File: config.mk
export PLATFORM = sky130hd
export DESIGN_NAME = tvg_vendor_regs
export DESIGN_NICKNAME = d
export VERILOG_FILES = /design/src/tvg_gpio_pin.v /design/src/tvg_vendor_regs.v
export VERILOG_INCLUDE_DIRS = /design/src
export SDC_FILE = /design/constraint.sdc
export NUM_CORES = 1
export LEC_CHECK = 0
export BUFFER_PORTS_ARGS = -buffer_cell sky130_fd_sc_hd__buf_2
export CAP_MARGIN = 20
export CORE_UTILIZATION = 53
export CTS_CLUSTER_SIZE = 10
export DETAILED_ROUTE_END_ITERATION = 10
export PLACE_DENSITY = 0.83
export SYNTH_ARGS = -nofsm -noshare
export SYNTH_HDL_FRONTEND = slang
export SYNTH_SLANG_ARGS = --single-unit
File: constraint.sdc
create_clock -name ref_clk -period 3.75 [get_ports ref_clk]
set_input_delay 1.125 -clock ref_clk [delete_from_list [all_inputs] [get_ports ref_clk]]
set_output_delay 1.125 -clock ref_clk [all_outputs]
set_load 0.05 [all_outputs]
File: src/tvg_defines.vh
/*
 vendor gpio/control register bank constants: offsets, field positions,
 reset values, write masks and timing figures.
 assumes it is included by bare name from the register bank file; the pin input path does not include it.
*/
// How it works
// - span bit picks 80 mA or 800 mA as the vconn limit maximum
// - limit equals (step code plus one) eighths of the selected maximum
// - limit is applied only while the vconn switch enable input is high
// - writing one to protocol reset pulses the pd phy and fsm reset
// - writing one to full reset restores every register; zeros do nothing
// - both reset bits clear themselves one cycle after being set
// - pin 1 is released unless enabled, then driven to its value bit
// - input level is sampled only while that pin's input enable is set
// - status bit 1 shows pin 2 level, bit 0 shows pin 1
// - role swap function bit switches pin 2 from generic to swap use
// - pin 2 enabled without swap function drives its value bit
// - sink swap mode: host sets value one, device pulls low on disconnect
// - source swap mode: falling pin 2 edge starts swap signalling on the fourth clock after it, unless the protocol reset bit is set then
// - two-bit code selects source and sink dwell time windows
`ifndef TVG_DEFINES_VH
`define TVG_DEFINES_VH

// register offsets
`define TVG_ADDR_VCONN 8'hA0
`define TVG_ADDR_RESET 8'hA2
`define TVG_ADDR_GPIO1 8'hA4
`define TVG_ADDR_GPIO2 8'hA5
`define TVG_ADDR_STAT 8'hA6
`define TVG_ADDR_TOGGLE 8'hA7

// reset values
`define TVG_VCONN_RST 8'h0F
`define TVG_RESET_RST 8'h00
`define TVG_GPIO1_RST 8'h00
`define TVG_GPIO2_RST 8'h00
`define TVG_TOGGLE_RST 8'h00
`define TVG_ZERO8 8'h00

// writable bits of each register
`define TVG_VCONN_WMASK 8'h0F
`define TVG_RESET_WMASK 8'h03
`define TVG_GPIO1_WMASK 8'h07
`define TVG_GPIO2_WMASK 8'h0F
`define TVG_TOGGLE_WMASK 8'h03

// field positions
`define TVG_SPAN_BIT 3
`define TVG_STEP_MSB 2
`define TVG_PROTO_RST_BIT 1
`define TVG_FULL_RST_BIT 0
`define TVG_OUT_EN_BIT 0
`define TVG_IN_EN_BIT 1
`define TVG_OUT_VAL_BIT 2
`define TVG_SWAP_FN_BIT 3
`define TVG_TOGGLE_MSB 1

// vconn limit figures in mA
`define TVG_SPAN_LOW_STEP_MA 10'h00A
`define TVG_SPAN_HIGH_STEP_MA 10'h064

// dwell windows in ms, codes 00b to 11b
`define TVG_SRC_MIN_0 7'h0F
`define TVG_SRC_MIN_1 7'h14
`define TVG_SRC_MIN_2 7'h19
`define TVG_SRC_MIN_3 7'h1E
`define TVG_SNK_MIN_0 7'h23
`define TVG_SNK_MIN_1 7'h1E
`define TVG_SNK_MIN_2 7'h19
`define TVG_SNK_MIN_3 7'h14

`endif

File: src/tvg_gpio_pin.v
/*
 one general-purpose pin input path: two-flop synchroniser, gated level
 and a falling-edge pulse.
 assumes the pin is asynchronous to ref_clk.
*/
`timescale 1ns/100ps
`default_nettype none
module tvg_gpio_pin (
   input wire ref_clk,
   input wire nrst,
   input wire clk_en,
   input wire pin_in,
   input wire in_en,
   output reg level_q,
   output reg fell_q
);
   reg sync1_q;
   reg sync2_q;
   reg prev_q;

   // synchroniser; the first stage feeds only the second
   always @(posedge ref_clk) begin
      if (!nrst) begin
         sync1_q <= 1'b0;
         sync2_q <= 1'b0;
         prev_q <= 1'b0;
      end else if (clk_en) begin
         sync1_q <= pin_in;
         sync2_q <= sync1_q;
         prev_q <= sync2_q;
      end
   end

   // level reads zero while the buffer is off, edge only when enabled
   always @(posedge ref_clk) begin
      if (!nrst) begin
         level_q <= 1'b0;
         fell_q <= 1'b0;
      end else if (clk_en) begin
         level_q <= in_en & sync2_q;
         fell_q <= in_en & prev_q & ~sync2_q;
      end
   end
endmodule
`default_nettype wire

File: src/tvg_vendor_regs.v
/*
 vendor control register bank: vconn current limit, self-clearing resets,
 two configurable pins with role swap on pin 2, input status and dual-role
 toggle timing selection.
 assumes the register port is driven by a bus slave on ref_clk, and that
 vconn_switch_enable and vbus_disconnect come from logic on ref_clk.
*/
`timescale 1ns/100ps
`default_nettype none
`include "tvg_defines.vh"
module tvg_vendor_regs (
   input wire ref_clk,
   input wire nrst,
   input wire clk_en,
   input wire [7:0] reg_addr,
   input wire [7:0] reg_wdata,
   input wire reg_wr,
   input wire reg_rd,
   output reg [7:0] reg_rdata_q,
   input wire vconn_switch_enable,
   input wire vbus_disconnect,
   input wire gpio1_in,
   output reg gpio1_out_q,
   output reg gpio1_oe_q,
   output reg gpio1_in_buf_en_q,
   input wire gpio2_in,
   output reg gpio2_out_q,
   output reg gpio2_oe_q,
   output reg gpio2_in_buf_en_q,
   output reg [9:0] vconn_limit_ma_q,
   output reg vconn_limit_active_q,
   output reg protocol_reset_q,
   output reg swap_signal_start_q,
   output reg [6:0] source_dwell_min_q,
   output reg [6:0] source_dwell_max_q,
   output reg [6:0] sink_dwell_min_q,
   output reg [6:0] sink_dwell_max_q
);

   // stored registers
   reg [7:0] vconn_current_limit_q;
   reg [7:0] soft_reset_control_q;
   reg [7:0] gpio_one_config_q;
   reg [7:0] gpio_two_config_q;
   reg [7:0] toggle_timing_q;
   reg swap_low_q;

   // next values
   reg [7:0] vconn_current_limit_d;
   reg [7:0] soft_reset_control_d;
   reg [7:0] gpio_one_config_d;
   reg [7:0] gpio_two_config_d;
   reg [7:0] toggle_timing_d;
   reg [7:0] rdata_d;

   // synchronised pin state from the input paths
   wire pin1_input_level;
   wire pin2_input_level;
   wire pin1_fell;
   wire pin2_fell;

   // named fields
   wire vconn_limit_span_select;
   wire [2:0] vconn_limit_step;
   wire protocol_reset;
   wire full_register_reset;
   wire pin1_output_value;
   wire pin1_output_enable;
   wire pin1_input_enable;
   wire pin2_output_value;
   wire pin2_output_enable;
   wire pin2_input_enable;
   wire pin2_role_swap_function;
   wire [1:0] toggle_timing_code;
   wire sink_swap_armed;
   wire source_swap_armed;
   wire [7:0] gpio_input_status;

   // limit in mA for a span and step code
   function [9:0] limit_ma;
      input span;
      input [2:0] step;
      reg [9:0] unit;
      reg [9:0] count;
      begin
         unit = span ? `TVG_SPAN_HIGH_STEP_MA : `TVG_SPAN_LOW_STEP_MA;
         count = {7'h00, step} + 10'h001;
         limit_ma = unit * count;
      end
   endfunction

   // shortest dwell in ms for a code; source or sink table
   function [6:0] dwell_min;
      input sink;
      input [1:0] code;
      begin
         case ({sink, code})
            3'h0: dwell_min = `TVG_SRC_MIN_0;
            3'h1: dwell_min = `TVG_SRC_MIN_1;
            3'h2: dwell_min = `TVG_SRC_MIN_2;
            3'h3: dwell_min = `TVG_SRC_MIN_3;
            3'h4: dwell_min = `TVG_SNK_MIN_0;
            3'h5: dwell_min = `TVG_SNK_MIN_1;
            3'h6: dwell_min = `TVG_SNK_MIN_2;
            3'h7: dwell_min = `TVG_SNK_MIN_3;
            default: dwell_min = `TVG_SRC_MIN_0;
         endcase
      end
   endfunction

   // longest dwell: twice the shortest in every code, kept to 7 bits
   function [6:0] dwell_max;
      input sink;
      input [1:0] code;
      reg [6:0] lo;
      begin
         lo = dwell_min(sink, code);
         dwell_max = {lo[5:0], 1'b0};
      end
   endfunction

   // masked write helper: reserved bits never store
   function [7:0] masked;
      input [7:0] data;
      input [7:0] mask;
      begin
         masked = data & mask;
      end
   endfunction

   // field extraction
   assign vconn_limit_span_select = vconn_current_limit_q[`TVG_SPAN_BIT];
   assign vconn_limit_step = vconn_current_limit_q[`TVG_STEP_MSB:0];
   assign protocol_reset = soft_reset_control_q[`TVG_PROTO_RST_BIT];
   assign full_register_reset = soft_reset_control_q[`TVG_FULL_RST_BIT];
   assign pin1_output_value = gpio_one_config_q[`TVG_OUT_VAL_BIT];
   assign pin1_output_enable = gpio_one_config_q[`TVG_OUT_EN_BIT];
   assign pin1_input_enable = gpio_one_config_q[`TVG_IN_EN_BIT];
   assign pin2_output_value = gpio_two_config_q[`TVG_OUT_VAL_BIT];
   assign pin2_output_enable = gpio_two_config_q[`TVG_OUT_EN_BIT];
   assign pin2_input_enable = gpio_two_config_q[`TVG_IN_EN_BIT];
   assign pin2_role_swap_function = gpio_two_config_q[`TVG_SWAP_FN_BIT];
   assign toggle_timing_code = toggle_timing_q[`TVG_TOGGLE_MSB:0];

   // swap mode qualifiers for pin 2
   assign sink_swap_armed = pin2_role_swap_function & pin2_output_enable
      & pin2_output_value;
   assign source_swap_armed = pin2_role_swap_function & ~pin2_output_enable
      & pin2_input_enable;

   // status image; upper bits reserved
   assign gpio_input_status = {6'h00, pin2_input_level, pin1_input_level};

   // input paths for both pins
   tvg_gpio_pin u_pin1 (
      .ref_clk(ref_clk),
      .nrst(nrst),
      .clk_en(clk_en),
      .pin_in(gpio1_in),
      .in_en(pin1_input_enable),
      .level_q(pin1_input_level),
      .fell_q(pin1_fell)
   );

   tvg_gpio_pin u_pin2 (
      .ref_clk(ref_clk),
      .nrst(nrst),
      .clk_en(clk_en),
      .pin_in(gpio2_in),
      .in_en(pin2_input_enable),
      .level_q(pin2_input_level),
      .fell_q(pin2_fell)
   );

   // next register values: a pending full reset beats any write
   always @* begin
      vconn_current_limit_d = vconn_current_limit_q;
      gpio_one_config_d = gpio_one_config_q;
      gpio_two_config_d = gpio_two_config_q;
      toggle_timing_d = toggle_timing_q;
      soft_reset_control_d = `TVG_ZERO8;
      if (full_register_reset) begin
         vconn_current_limit_d = `TVG_VCONN_RST;
         gpio_one_config_d = `TVG_GPIO1_RST;
         gpio_two_config_d = `TVG_GPIO2_RST;
         toggle_timing_d = `TVG_TOGGLE_RST;
         soft_reset_control_d = `TVG_RESET_RST;
      end else if (reg_wr) begin
         case (reg_addr)
            `TVG_ADDR_VCONN:
               vconn_current_limit_d = masked(reg_wdata, `TVG_VCONN_WMASK);
            `TVG_ADDR_RESET:
               soft_reset_control_d = masked(reg_wdata, `TVG_RESET_WMASK);
            `TVG_ADDR_GPIO1:
               gpio_one_config_d = masked(reg_wdata, `TVG_GPIO1_WMASK);
            `TVG_ADDR_GPIO2:
               gpio_two_config_d = masked(reg_wdata, `TVG_GPIO2_WMASK);
            `TVG_ADDR_TOGGLE:
               toggle_timing_d = masked(reg_wdata, `TVG_TOGGLE_WMASK);
            default: begin
               vconn_current_limit_d = vconn_current_limit_q;
            end
         endcase
      end
   end

   // read mux; unmapped and status-only addresses behave as read-only
   always @* begin
      case (reg_addr)
         `TVG_ADDR_VCONN: rdata_d = vconn_current_limit_q;
         `TVG_ADDR_RESET: rdata_d = soft_reset_control_q;
         `TVG_ADDR_GPIO1: rdata_d = gpio_one_config_q;
         `TVG_ADDR_GPIO2: rdata_d = gpio_two_config_q;
         `TVG_ADDR_STAT: rdata_d = gpio_input_status;
         `TVG_ADDR_TOGGLE: rdata_d = toggle_timing_q;
         default: rdata_d = `TVG_ZERO8;
      endcase
   end

   // register storage
   always @(posedge ref_clk) begin
      if (!nrst) begin
         vconn_current_limit_q <= `TVG_VCONN_RST;
         soft_reset_control_q <= `TVG_RESET_RST;
         gpio_one_config_q <= `TVG_GPIO1_RST;
         gpio_two_config_q <= `TVG_GPIO2_RST;
         toggle_timing_q <= `TVG_TOGGLE_RST;
      end else if (clk_en) begin
         vconn_current_limit_q <= vconn_current_limit_d;
         soft_reset_control_q <= soft_reset_control_d;
         gpio_one_config_q <= gpio_one_config_d;
         gpio_two_config_q <= gpio_two_config_d;
         toggle_timing_q <= toggle_timing_d;
      end
   end

   // read data holds until the next read strobe
   always @(posedge ref_clk) begin
      if (!nrst) begin
         reg_rdata_q <= `TVG_ZERO8;
      end else if (clk_en && reg_rd) begin
         reg_rdata_q <= rdata_d;
      end
   end

   // protocol reset output: one pulse per accepted write of one
   always @(posedge ref_clk) begin
      if (!nrst) begin
         protocol_reset_q <= 1'b0;
      end else if (clk_en) begin
         protocol_reset_q <= protocol_reset;
      end
   end

   // vconn limit; reads zero while the switch is off
   always @(posedge ref_clk) begin
      if (!nrst) begin
         vconn_limit_ma_q <= 10'h000;
         vconn_limit_active_q <= 1'b0;
      end else if (clk_en) begin
         vconn_limit_active_q <= vconn_switch_enable;
         if (vconn_switch_enable) begin
            vconn_limit_ma_q <= limit_ma(vconn_limit_span_select,
               vconn_limit_step);
         end else begin
            vconn_limit_ma_q <= 10'h000;
         end
      end
   end

   // pin 1 drive
   always @(posedge ref_clk) begin
      if (!nrst) begin
         gpio1_out_q <= 1'b0;
         gpio1_oe_q <= 1'b0;
         gpio1_in_buf_en_q <= 1'b0;
      end else if (clk_en) begin
         gpio1_oe_q <= pin1_output_enable;
         gpio1_out_q <= pin1_output_enable & pin1_output_value;
         gpio1_in_buf_en_q <= pin1_input_enable;
      end
   end

   // sticky pull-low once disconnect is seen in sink swap mode;
   // disarming wins over a new disconnect in the same cycle
   always @(posedge ref_clk) begin
      if (!nrst) begin
         swap_low_q <= 1'b0;
      end else if (clk_en) begin
         swap_low_q <= sink_swap_armed & (vbus_disconnect | swap_low_q);
      end
   end

   // pin 2 drive: generic value, or value with swap pull-low
   always @(posedge ref_clk) begin
      if (!nrst) begin
         gpio2_out_q <= 1'b0;
         gpio2_oe_q <= 1'b0;
         gpio2_in_buf_en_q <= 1'b0;
      end else if (clk_en) begin
         gpio2_oe_q <= pin2_output_enable;
         gpio2_in_buf_en_q <= pin2_input_enable;
         if (!pin2_output_enable) begin
            gpio2_out_q <= 1'b0;
         end else if (pin2_role_swap_function) begin
            gpio2_out_q <= pin2_output_value & ~swap_low_q
               & ~(sink_swap_armed & vbus_disconnect);
         end else begin
            gpio2_out_q <= pin2_output_value;
         end
      end
   end

   // source swap: a detected falling edge on pin 2 (pin2_fell) starts signalling next cycle unless protocol_reset is set in that cycle
   always @(posedge ref_clk) begin
      if (!nrst) begin
         swap_signal_start_q <= 1'b0;
      end else if (clk_en) begin
         swap_signal_start_q <= source_swap_armed & pin2_fell
            & ~protocol_reset;
      end
   end

   // dwell windows: the longest time is twice the shortest in every code
   always @(posedge ref_clk) begin
      if (!nrst) begin
         source_dwell_min_q <= `TVG_SRC_MIN_0;
         source_dwell_max_q <= dwell_max(1'b0, 2'h0);
         sink_dwell_min_q <= `TVG_SNK_MIN_0;
         sink_dwell_max_q <= dwell_max(1'b1, 2'h0);
      end else if (clk_en) begin
         source_dwell_min_q <= dwell_min(1'b0, toggle_timing_code);
         source_dwell_max_q <= dwell_max(1'b0, toggle_timing_code);
         sink_dwell_min_q <= dwell_min(1'b1, toggle_timing_code);
         sink_dwell_max_q <= dwell_max(1'b1, toggle_timing_code);
      end
   end

endmodule
`default_nettype wire

==> reports/qor.csv, run 1 <==
stage,metric,value,unit
status,status,finished clean,
timing,fin_crit_sh,0.855,
timing,tns,0,ns
clock_tree,ctsResizeCount,0,
floorplan,die_h,77.2,um
clock_tree,clk_pin_slew_worst_paths,0.10,ns
clock_tree,cts_setup_buffers,0,
min_path,hold_class,reg2reg,
floorplan,initial_core_util,0.548,
yosys,synth_edf_count,0,
floorplan,rows,27,
placed_design,io_buffers,64,
clock_tree,cts_sinks,55,
worst_setup_path,critPathKind,reg2reg,
pwr,p_leak,1.49,nW
worst_setup_path,path_cells,ha_1 -> xnor2_1 -> nand2b_1 -> o21ai_0 -> ha_1 -> ha_1 -> fa_1 -> a21o_1 -> a2111oi_0 -> xnor2_1 -> o21ai_0,
clock_tree,cts_root_buffer,clkbuf_8,
drt,drt_iter0_drc,125,
clock_tree,clockBufferDepth,2,
timing,max_slew_margin,0.520,
timing,fin_skew,0.0152,ns
grt,grt_pass1_vias,2222,
yosys,ys_seq_area_frac,0.367,
timing,holdWs,0.458,ns
grt,grt_max_degree,46,
yosys,yosys_warnings,0,
grt,overflow,0,
grt,grtUsageTotal,0.219,
yosys,netlist_area,0.00300,mm^2
layout,regArea,0.00110,mm^2
clock_tree,cts_buffers,5,
worst_setup_path,required,3.95,ns
grt,antenna_found_initial,0,
min_path,holdPathEnd,vconn_limit_ma_q[7],
min_path,min-delay-start,vconn_limit_ma_q[7],
worst_setup_path,ff2ff_path_depth,11,
timing,drv_slew,0,
worst_setup_path,crit_slowest_cell,fa_1,
drt,routedWlPerCell,13.9,um
worst_setup_path,reg2reg_to,vconn_limit_ma_q[9],
yosys,async_reset_ff_frac,0,
layout,nets,430,
timing,grt_setup_unrepaired,false,
clock_tree,cts_max_level,2,
timing,hold_viol_final,0,
worst_setup_path,reg2reg_slack,0.54,ns
timing,max_freq,312,MHz
yosys,syn_avg_cell_area,8.95,um^2
clock_tree,cts_tree,yes,
placed_design,gp_congestion,0.882,
layout,drive_above_1_share,0.207,
layout,diodes,0,
worst_setup_path,crit_path_frequent_cell,ha_1,
drt,drc,0,
yosys,syn-instance-count,335,
timing,worst_pin_slew,0.719,ns
placed_design,place_hpwl,4600,um
min_path,min_path_cells,2,
yosys,ys_ff_latch,55,
yosys,synth_cell_types,50,
pwr,vdd.ir_drop.worst,195,uV
floorplan,dieArea,0.00596,mm^2
grt,grt_pass1_wl,10500,um
worst_setup_path,cp_max_fo,6,
floorplan,dieWidth,77.2,um
clock_tree,hold_buffers,0,
drt,num_vias,2517,
drt,drtPass1Iterations,4,
worst_setup_path,slowest_delay,0.46,ns
grt,use_met1,0.283,
grt,met3_usage,0.0417,
grt,grt.busiest_layer,met2,
floorplan,core_area,0.00547,mm^2
drt,final_antenna_net_count,0,
worst_setup_path,cp-start-kind,flop,
layout,multi_input_area,0.00165,mm^2
pwr,powerDensity,329,mW/mm^2
grt,grt_use_met2,0.360,
worst_setup_path,arrival,3.41,ns
worst_setup_path,end_kind,flop,
layout,fillCellCount,480,
floorplan,ios,80,
drt,via_per_inst,5.54,
timing,final-setup-viol-count,0,
yosys,synth_ff_type,dfxtp_1,
run,cap_violations,0,
layout,syn_to_final_growth,10.7,%
clock_tree,clk_latency,0.33,ns
drt,wirelength,6300,um
pwr,power,1.09,mW
worst_setup_path,rr_startpoint,vconn_current_limit_q[0],
timing,final.min_clock_period,3.21,ns
## state kept, by name (all words and copies together), names as in the netlist, 2 cells and up
signal	cells
gpio_one_config_q	3
gpio_two_config_q	4
reg_rdata_q	4
sink_dwell_max_q	6
soft_reset_control_q	2
source_dwell_max_q	3
toggle_timing_q	2
vconn_current_limit_q	4
vconn_limit_ma_q	9
## power by group
part / internal [mW] / switching [mW]
logic: 0.0336 / 0.105
registers: 0.592 / 0.00456
clock network: 0.138 / 0.216
## layer usage
layer	wire length, um	up-vias
li1	-	1245
met4	120	0
met5	0	-
met3	406	11
met1	2900	1165
met2	2880	96
## worst max-delay path, delay by kind of cell, from the launching register on
kind                       cells  cell delay [ns]
and+or+nand+nor                1             0.19
AOI/OAI and AO/OA              4             0.86
xor gates and xnor gates       2             0.36
adders and majority gates      4             1.32
DFF                            1             0.37
## cells in the final DEF (no fill, tap or decap), types with 17 or more instances in the layout
cell      Yosys  layout
ha_1         21      21
nor2_1       24      24
a21oi_1      23      23
nand3_1      17      17
nand2_1      22      22
nand2b_1     17      17
dfxtp_1      55      55
buf_2         2      64
## layout make-up
class | instances | area share
Multi-Input combinational cell | 242 | 0.498
Sequential cell | 55 | 0.332
Tap cell | 72 | 0.0272
Inverter | 11 | 0.0124
Clock buffer | 5 | 0.0207
Timing Repair Buffer | 66 | 0.101
Clock inverter | 3 | 0.00830
## cell usage after synthesis, types with 4 or more instances
master,instances,area share
a21oi_1,23,0.038
a32o_1,6,0.020
a32oi_1,5,0.015
and3_1,5,0.010
buf_4,24,0.060
clkbuf_1,11,0.014
dfxtp_1,55,0.37
ha_1,21,0.088
inv_1,11,0.014
mux2i_1,14,0.047
nand2_1,22,0.028
nand2b_1,17,0.035
nand3_1,17,0.028
nor2_1,24,0.030
nor2b_1,4,0.0083
nor3_1,6,0.010
o21ai_0,14,0.023
o32a_1,4,0.013
## metrics by stage
step	cells	utilization	worst slack, ns	cell area, um^2
2_1_floorplan	348	-	0.805	3050
3_3_place_gp	446	0.588	0.634	3220
3_5_place_dp	446	0.588	0.544	3220
4_1_cts	454	0.606	0.517	3320
5_1_grt	454	0.606	0.252	3320
6_report	454	0.606	0.544	3320
## cell families after synthesis
family	after synthesis	synth area share
AND/OR/NAND/NOR	115	0.207
AO/OA/AOI/OAI	67	0.148
flip-flops	55	0.367
buffers and inverters	51	0.0973
adder cells (fa/ha/maj)	24	0.108
multiplexers	16	0.0543
XOR/XNOR	6	0.0175
other	1	0.00125
## worst max-delay path by stage
stage,to,slack [ns],start,cells after the start
floorplan,vconn_limit_ma_q[9],0.81,vconn_current_limit_q[0],11
global placement,vconn_limit_ma_q[9],0.63,vconn_current_limit_q[0],11
detailed placement,vconn_limit_ma_q[9],0.54,vconn_current_limit_q[0],11
CTS,vconn_limit_ma_q[9],0.52,vconn_current_limit_q[0],11
global route,vconn_limit_ma_q[9],0.25,vconn_current_limit_q[0],11
finish,vconn_limit_ma_q[9],0.54,vconn_current_limit_q[0],11
(Power assumes the default switching activity.)
==> run 2, diff against run 1 <==
ABC_AREA = 1   (was unset)
PLACE_DENSITY = 0.8   (was 0.83)
==> run 2 against run 1 <==
- register-to-register slack better by 0.28 ns
- global-route usage hardly changed
- sequential share of layout area is 0.40 points lower
- sequential power hardly changed
- combinational power hardly changed
- routed wire length is 0.40% higher
- synthesized cell count is 25% higher
- non-clock buffer count stayed put
- worst hold slack better by 0.0097 ns
- total power is 1.7% lower
- clock power is 5.9% lower
- clock-buffer cell count stayed put
- largest power group unchanged
==> reports/qor.csv, run 2 <==
stage,metric,value,unit
status,status,finished clean,
yosys,synth_edf_count,0,
timing,final-setup-viol-count,0,
drt,final_antenna_net_count,0,
floorplan,initial_core_util,0.551,
grt,grt_pass1_wl,10700,um
timing,drv_slew,0,
min_path,hold_class,reg2reg,
yosys,async_reset_ff_frac,0,
yosys,synth_ff_type,dfxtp_1,
clock_tree,hold_buffers,0,
pwr,vdd.ir_drop.worst,155,uV
pwr,switchingPower,0.313,mW
worst_setup_path,critPathKind,reg2reg,
layout,top_register,vconn_limit_ma_q,
yosys,ys_top_cells_by_area,"dfxtp_1 36%, nand2_1 12%, ha_1 8.6%",
worst_setup_path,cp_max_fo,7,
layout,drive_above_1_share,0.187,
floorplan,dieArea,0.00607,mm^2
clock_tree,clk_pin_slew_worst_paths,0.10,ns
worst_setup_path,arrival,3.17,ns
pwr,p_comb_frac,0.129,
timing,final.min_clock_period,2.92,ns
worst_setup_path,cp-start-kind,flop,
floorplan,die_h,77.9,um
layout,layout_common_cells,"95 x nand2_1, 64 x buf_2, 55 x dfxtp_1",
pwr,powerDensity,319,mW/mm^2
placed_design,gp_congestion,0.854,
yosys,yosysMostFrequentCell,nand2_1,
timing,max_slew_margin,0.500,
clock_tree,cts_root_buffer,clkbuf_8,
drt,drtPass1Iterations,4,
floorplan,ios,80,
floorplan,dieWidth,77.9,um
layout,nets,513,
placed_design,numPlacedInstances,529,
worst_setup_path,required,4.00,ns
grt,grtUsageTotal,0.219,
worst_setup_path,end_kind,flop,
timing,grt_setup_unrepaired,false,
timing,fin_skew,0.00821,ns
timing,tns,0,ns
placed_design,place_hpwl,4730,um
drt,via_per_inst,5.16,
timing,worst_pin_slew,0.750,ns
pwr,clkPwrFrac,0.311,
yosys,syn_avg_cell_area,7.31,um^2
pwr,p_leak,1.58,nW
yosys,synth_largest_area_cell,dfxtp_1,
grt,overflow,0,
floorplan,core_area,0.00554,mm^2
pwr,power,1.07,mW
layout,final_cells,537,
drt,wirelength,6330,um
clock_tree,cts_sinks,55,
pwr,p_seq_frac,0.560,
yosys,synth_cell_types,31,
timing,fin_crit_sh,0.780,
drt,num_vias,2773,
clock_tree,clockBufferDepth,2,
clock_tree,cts_tree,yes,
grt,antenna_found_initial,0,
placed_design,io_buffers,64,
layout,largest_reg_flops,9,
timing,hold_viol_final,0,
pwr,power.share.switching,0.292,
yosys,synthTopCellsByCount,"95 x nand2_1, 55 x dfxtp_1, 42 x a21oi_1, 37 x inv_1, 36 x nand3_1",
clock_tree,clk_latency,0.31,ns
clock_tree,cts_setup_buffers,0,
yosys,ys_seq_area_frac,0.361,
clock_tree,ctsResizeCount,0,
timing,max_freq,342,MHz
layout,diodes,0,
clock_tree,cts_buffers,5,
yosys,synth_top_area_share,0.361,
pwr,p_int,0.758,mW
yosys,syn-instance-count,418,
grt,grt_pass1_vias,2453,
grt,grt_max_degree,36,
yosys,netlist_area,0.00305,mm^2
yosys,yosys_warnings,0,
floorplan,rows,27,
layout,layout_commonest_cell,nand2_1,
yosys,ys_ff_latch,55,
layout,syn_to_final_growth,9.91,%
drt,routedWlPerCell,11.8,um
drt,drt_iter0_drc,188,
run,cap_violations,0,
drt,drc,0,
layout,reg.largest.list,"vconn_limit_ma_q (9), sink_dwell_max_q (6)",
clock_tree,cts_max_level,2,
[run 2: changes by cell type after synthesis, sizes merged, moves of 11 or more]
| cell | change |
|---|---|
| o21ai | +11 |
| inv | +28 |
| nand2 | +76 |
| nand2b | -17 |
| nand3 | +19 |
| a21oi | +22 |
| mux2i | -14 |
| nor2 | +12 |
[run 2: worst paths after layout]
| check | start | depth (start not counted) | slack, ns | to |
|---|---|---|---|---|
| setup / recovery | vconn_current_limit_q[0] | 15 | 0.83 | vconn_limit_ma_q[6] |
| hold / removal | vconn_limit_ma_q[7] | 2 | 0.47 | vconn_limit_ma_q[7] |
| setup reg to reg | vconn_current_limit_q[0] | 15 | 0.83 | vconn_limit_ma_q[6] |
| hold reg to reg | vconn_limit_ma_q[7] | 2 | 0.47 | vconn_limit_ma_q[7] |
[run 2: critical path, stage by stage (launching register included)]
cell	delay [ns]
dfxtp_1	0.38
ha_1	0.23
xnor2_1	0.22
nor2_1	0.10
inv_1	0.08
o21ai_0	0.09
ha_1	0.21
fa_1	0.44
ha_1	0.40
nand2_1	0.10
nand2_1	0.08
a31oi_1	0.23
nor2_1	0.07
nor2_1	0.08
nand2_1	0.05
a21oi_1	0.11
[run 2: per-layer routing]
layer	part of all wire	vias up	GRT usage
met5	0	-	0
met4	0.015	0	0.0981
met3	0.059	8	0.0412
met2	0.48	99	0.360
met1	0.45	1256	0.277
li1	-	1410	-
[run 2: metrics by stage]
step / setup slack (ns) / hold WS [ns] / instance area (um^2) / util
floorplan: 1.11 / 0.440 / 3100 / -
global placement: 0.991 / 0.448 / 3270 / 0.589
detailed placement: 0.864 / 0.455 / 3270 / 0.589
CTS: 0.844 / 0.470 / 3360 / 0.606
global route: 0.500 / 0.497 / 3360 / 0.606
finish: 0.826 / 0.468 / 3360 / 0.606
[run 2: cell type report]
class	count	area (um^2)
clock buffers	5	68.8
fillers	526	2180
clock inverters	3	22.5
inverters	39	146
repair buffers	66	335
well taps	72	90.1
flip-flops and latches	55	1100
multi-input cells	297	1590
[run 2: logic make-up (layout without fill, tap and decap cells)]
family | count (synthesis) | count (layout) | share of synthesized area
xor+xnor | 2 | 2 | 0.00574
fa+ha+maj | 24 | 24 | 0.106
buf+inv | 79 | 113 | 0.134
compound gates | 76 | 76 | 0.132
simple gates | 181 | 181 | 0.261
flops | 55 | 55 | 0.361
other cells | 1 | 14 | 0.00123
[run 2: power by group through the flow]
stage / clock network [mW] / registers, mW / logic (mW)
final: 0.333 / 0.600 / 0.138
after global routing: 0.366 / 0.601 / 0.150
after CTS: 0.346 / 0.600 / 0.138
after detailed placement: 0 / 0.613 / 0.138
after global placement: 0 / 0.613 / 0.136
after floorplan: 0 / 0.637 / 0.0950
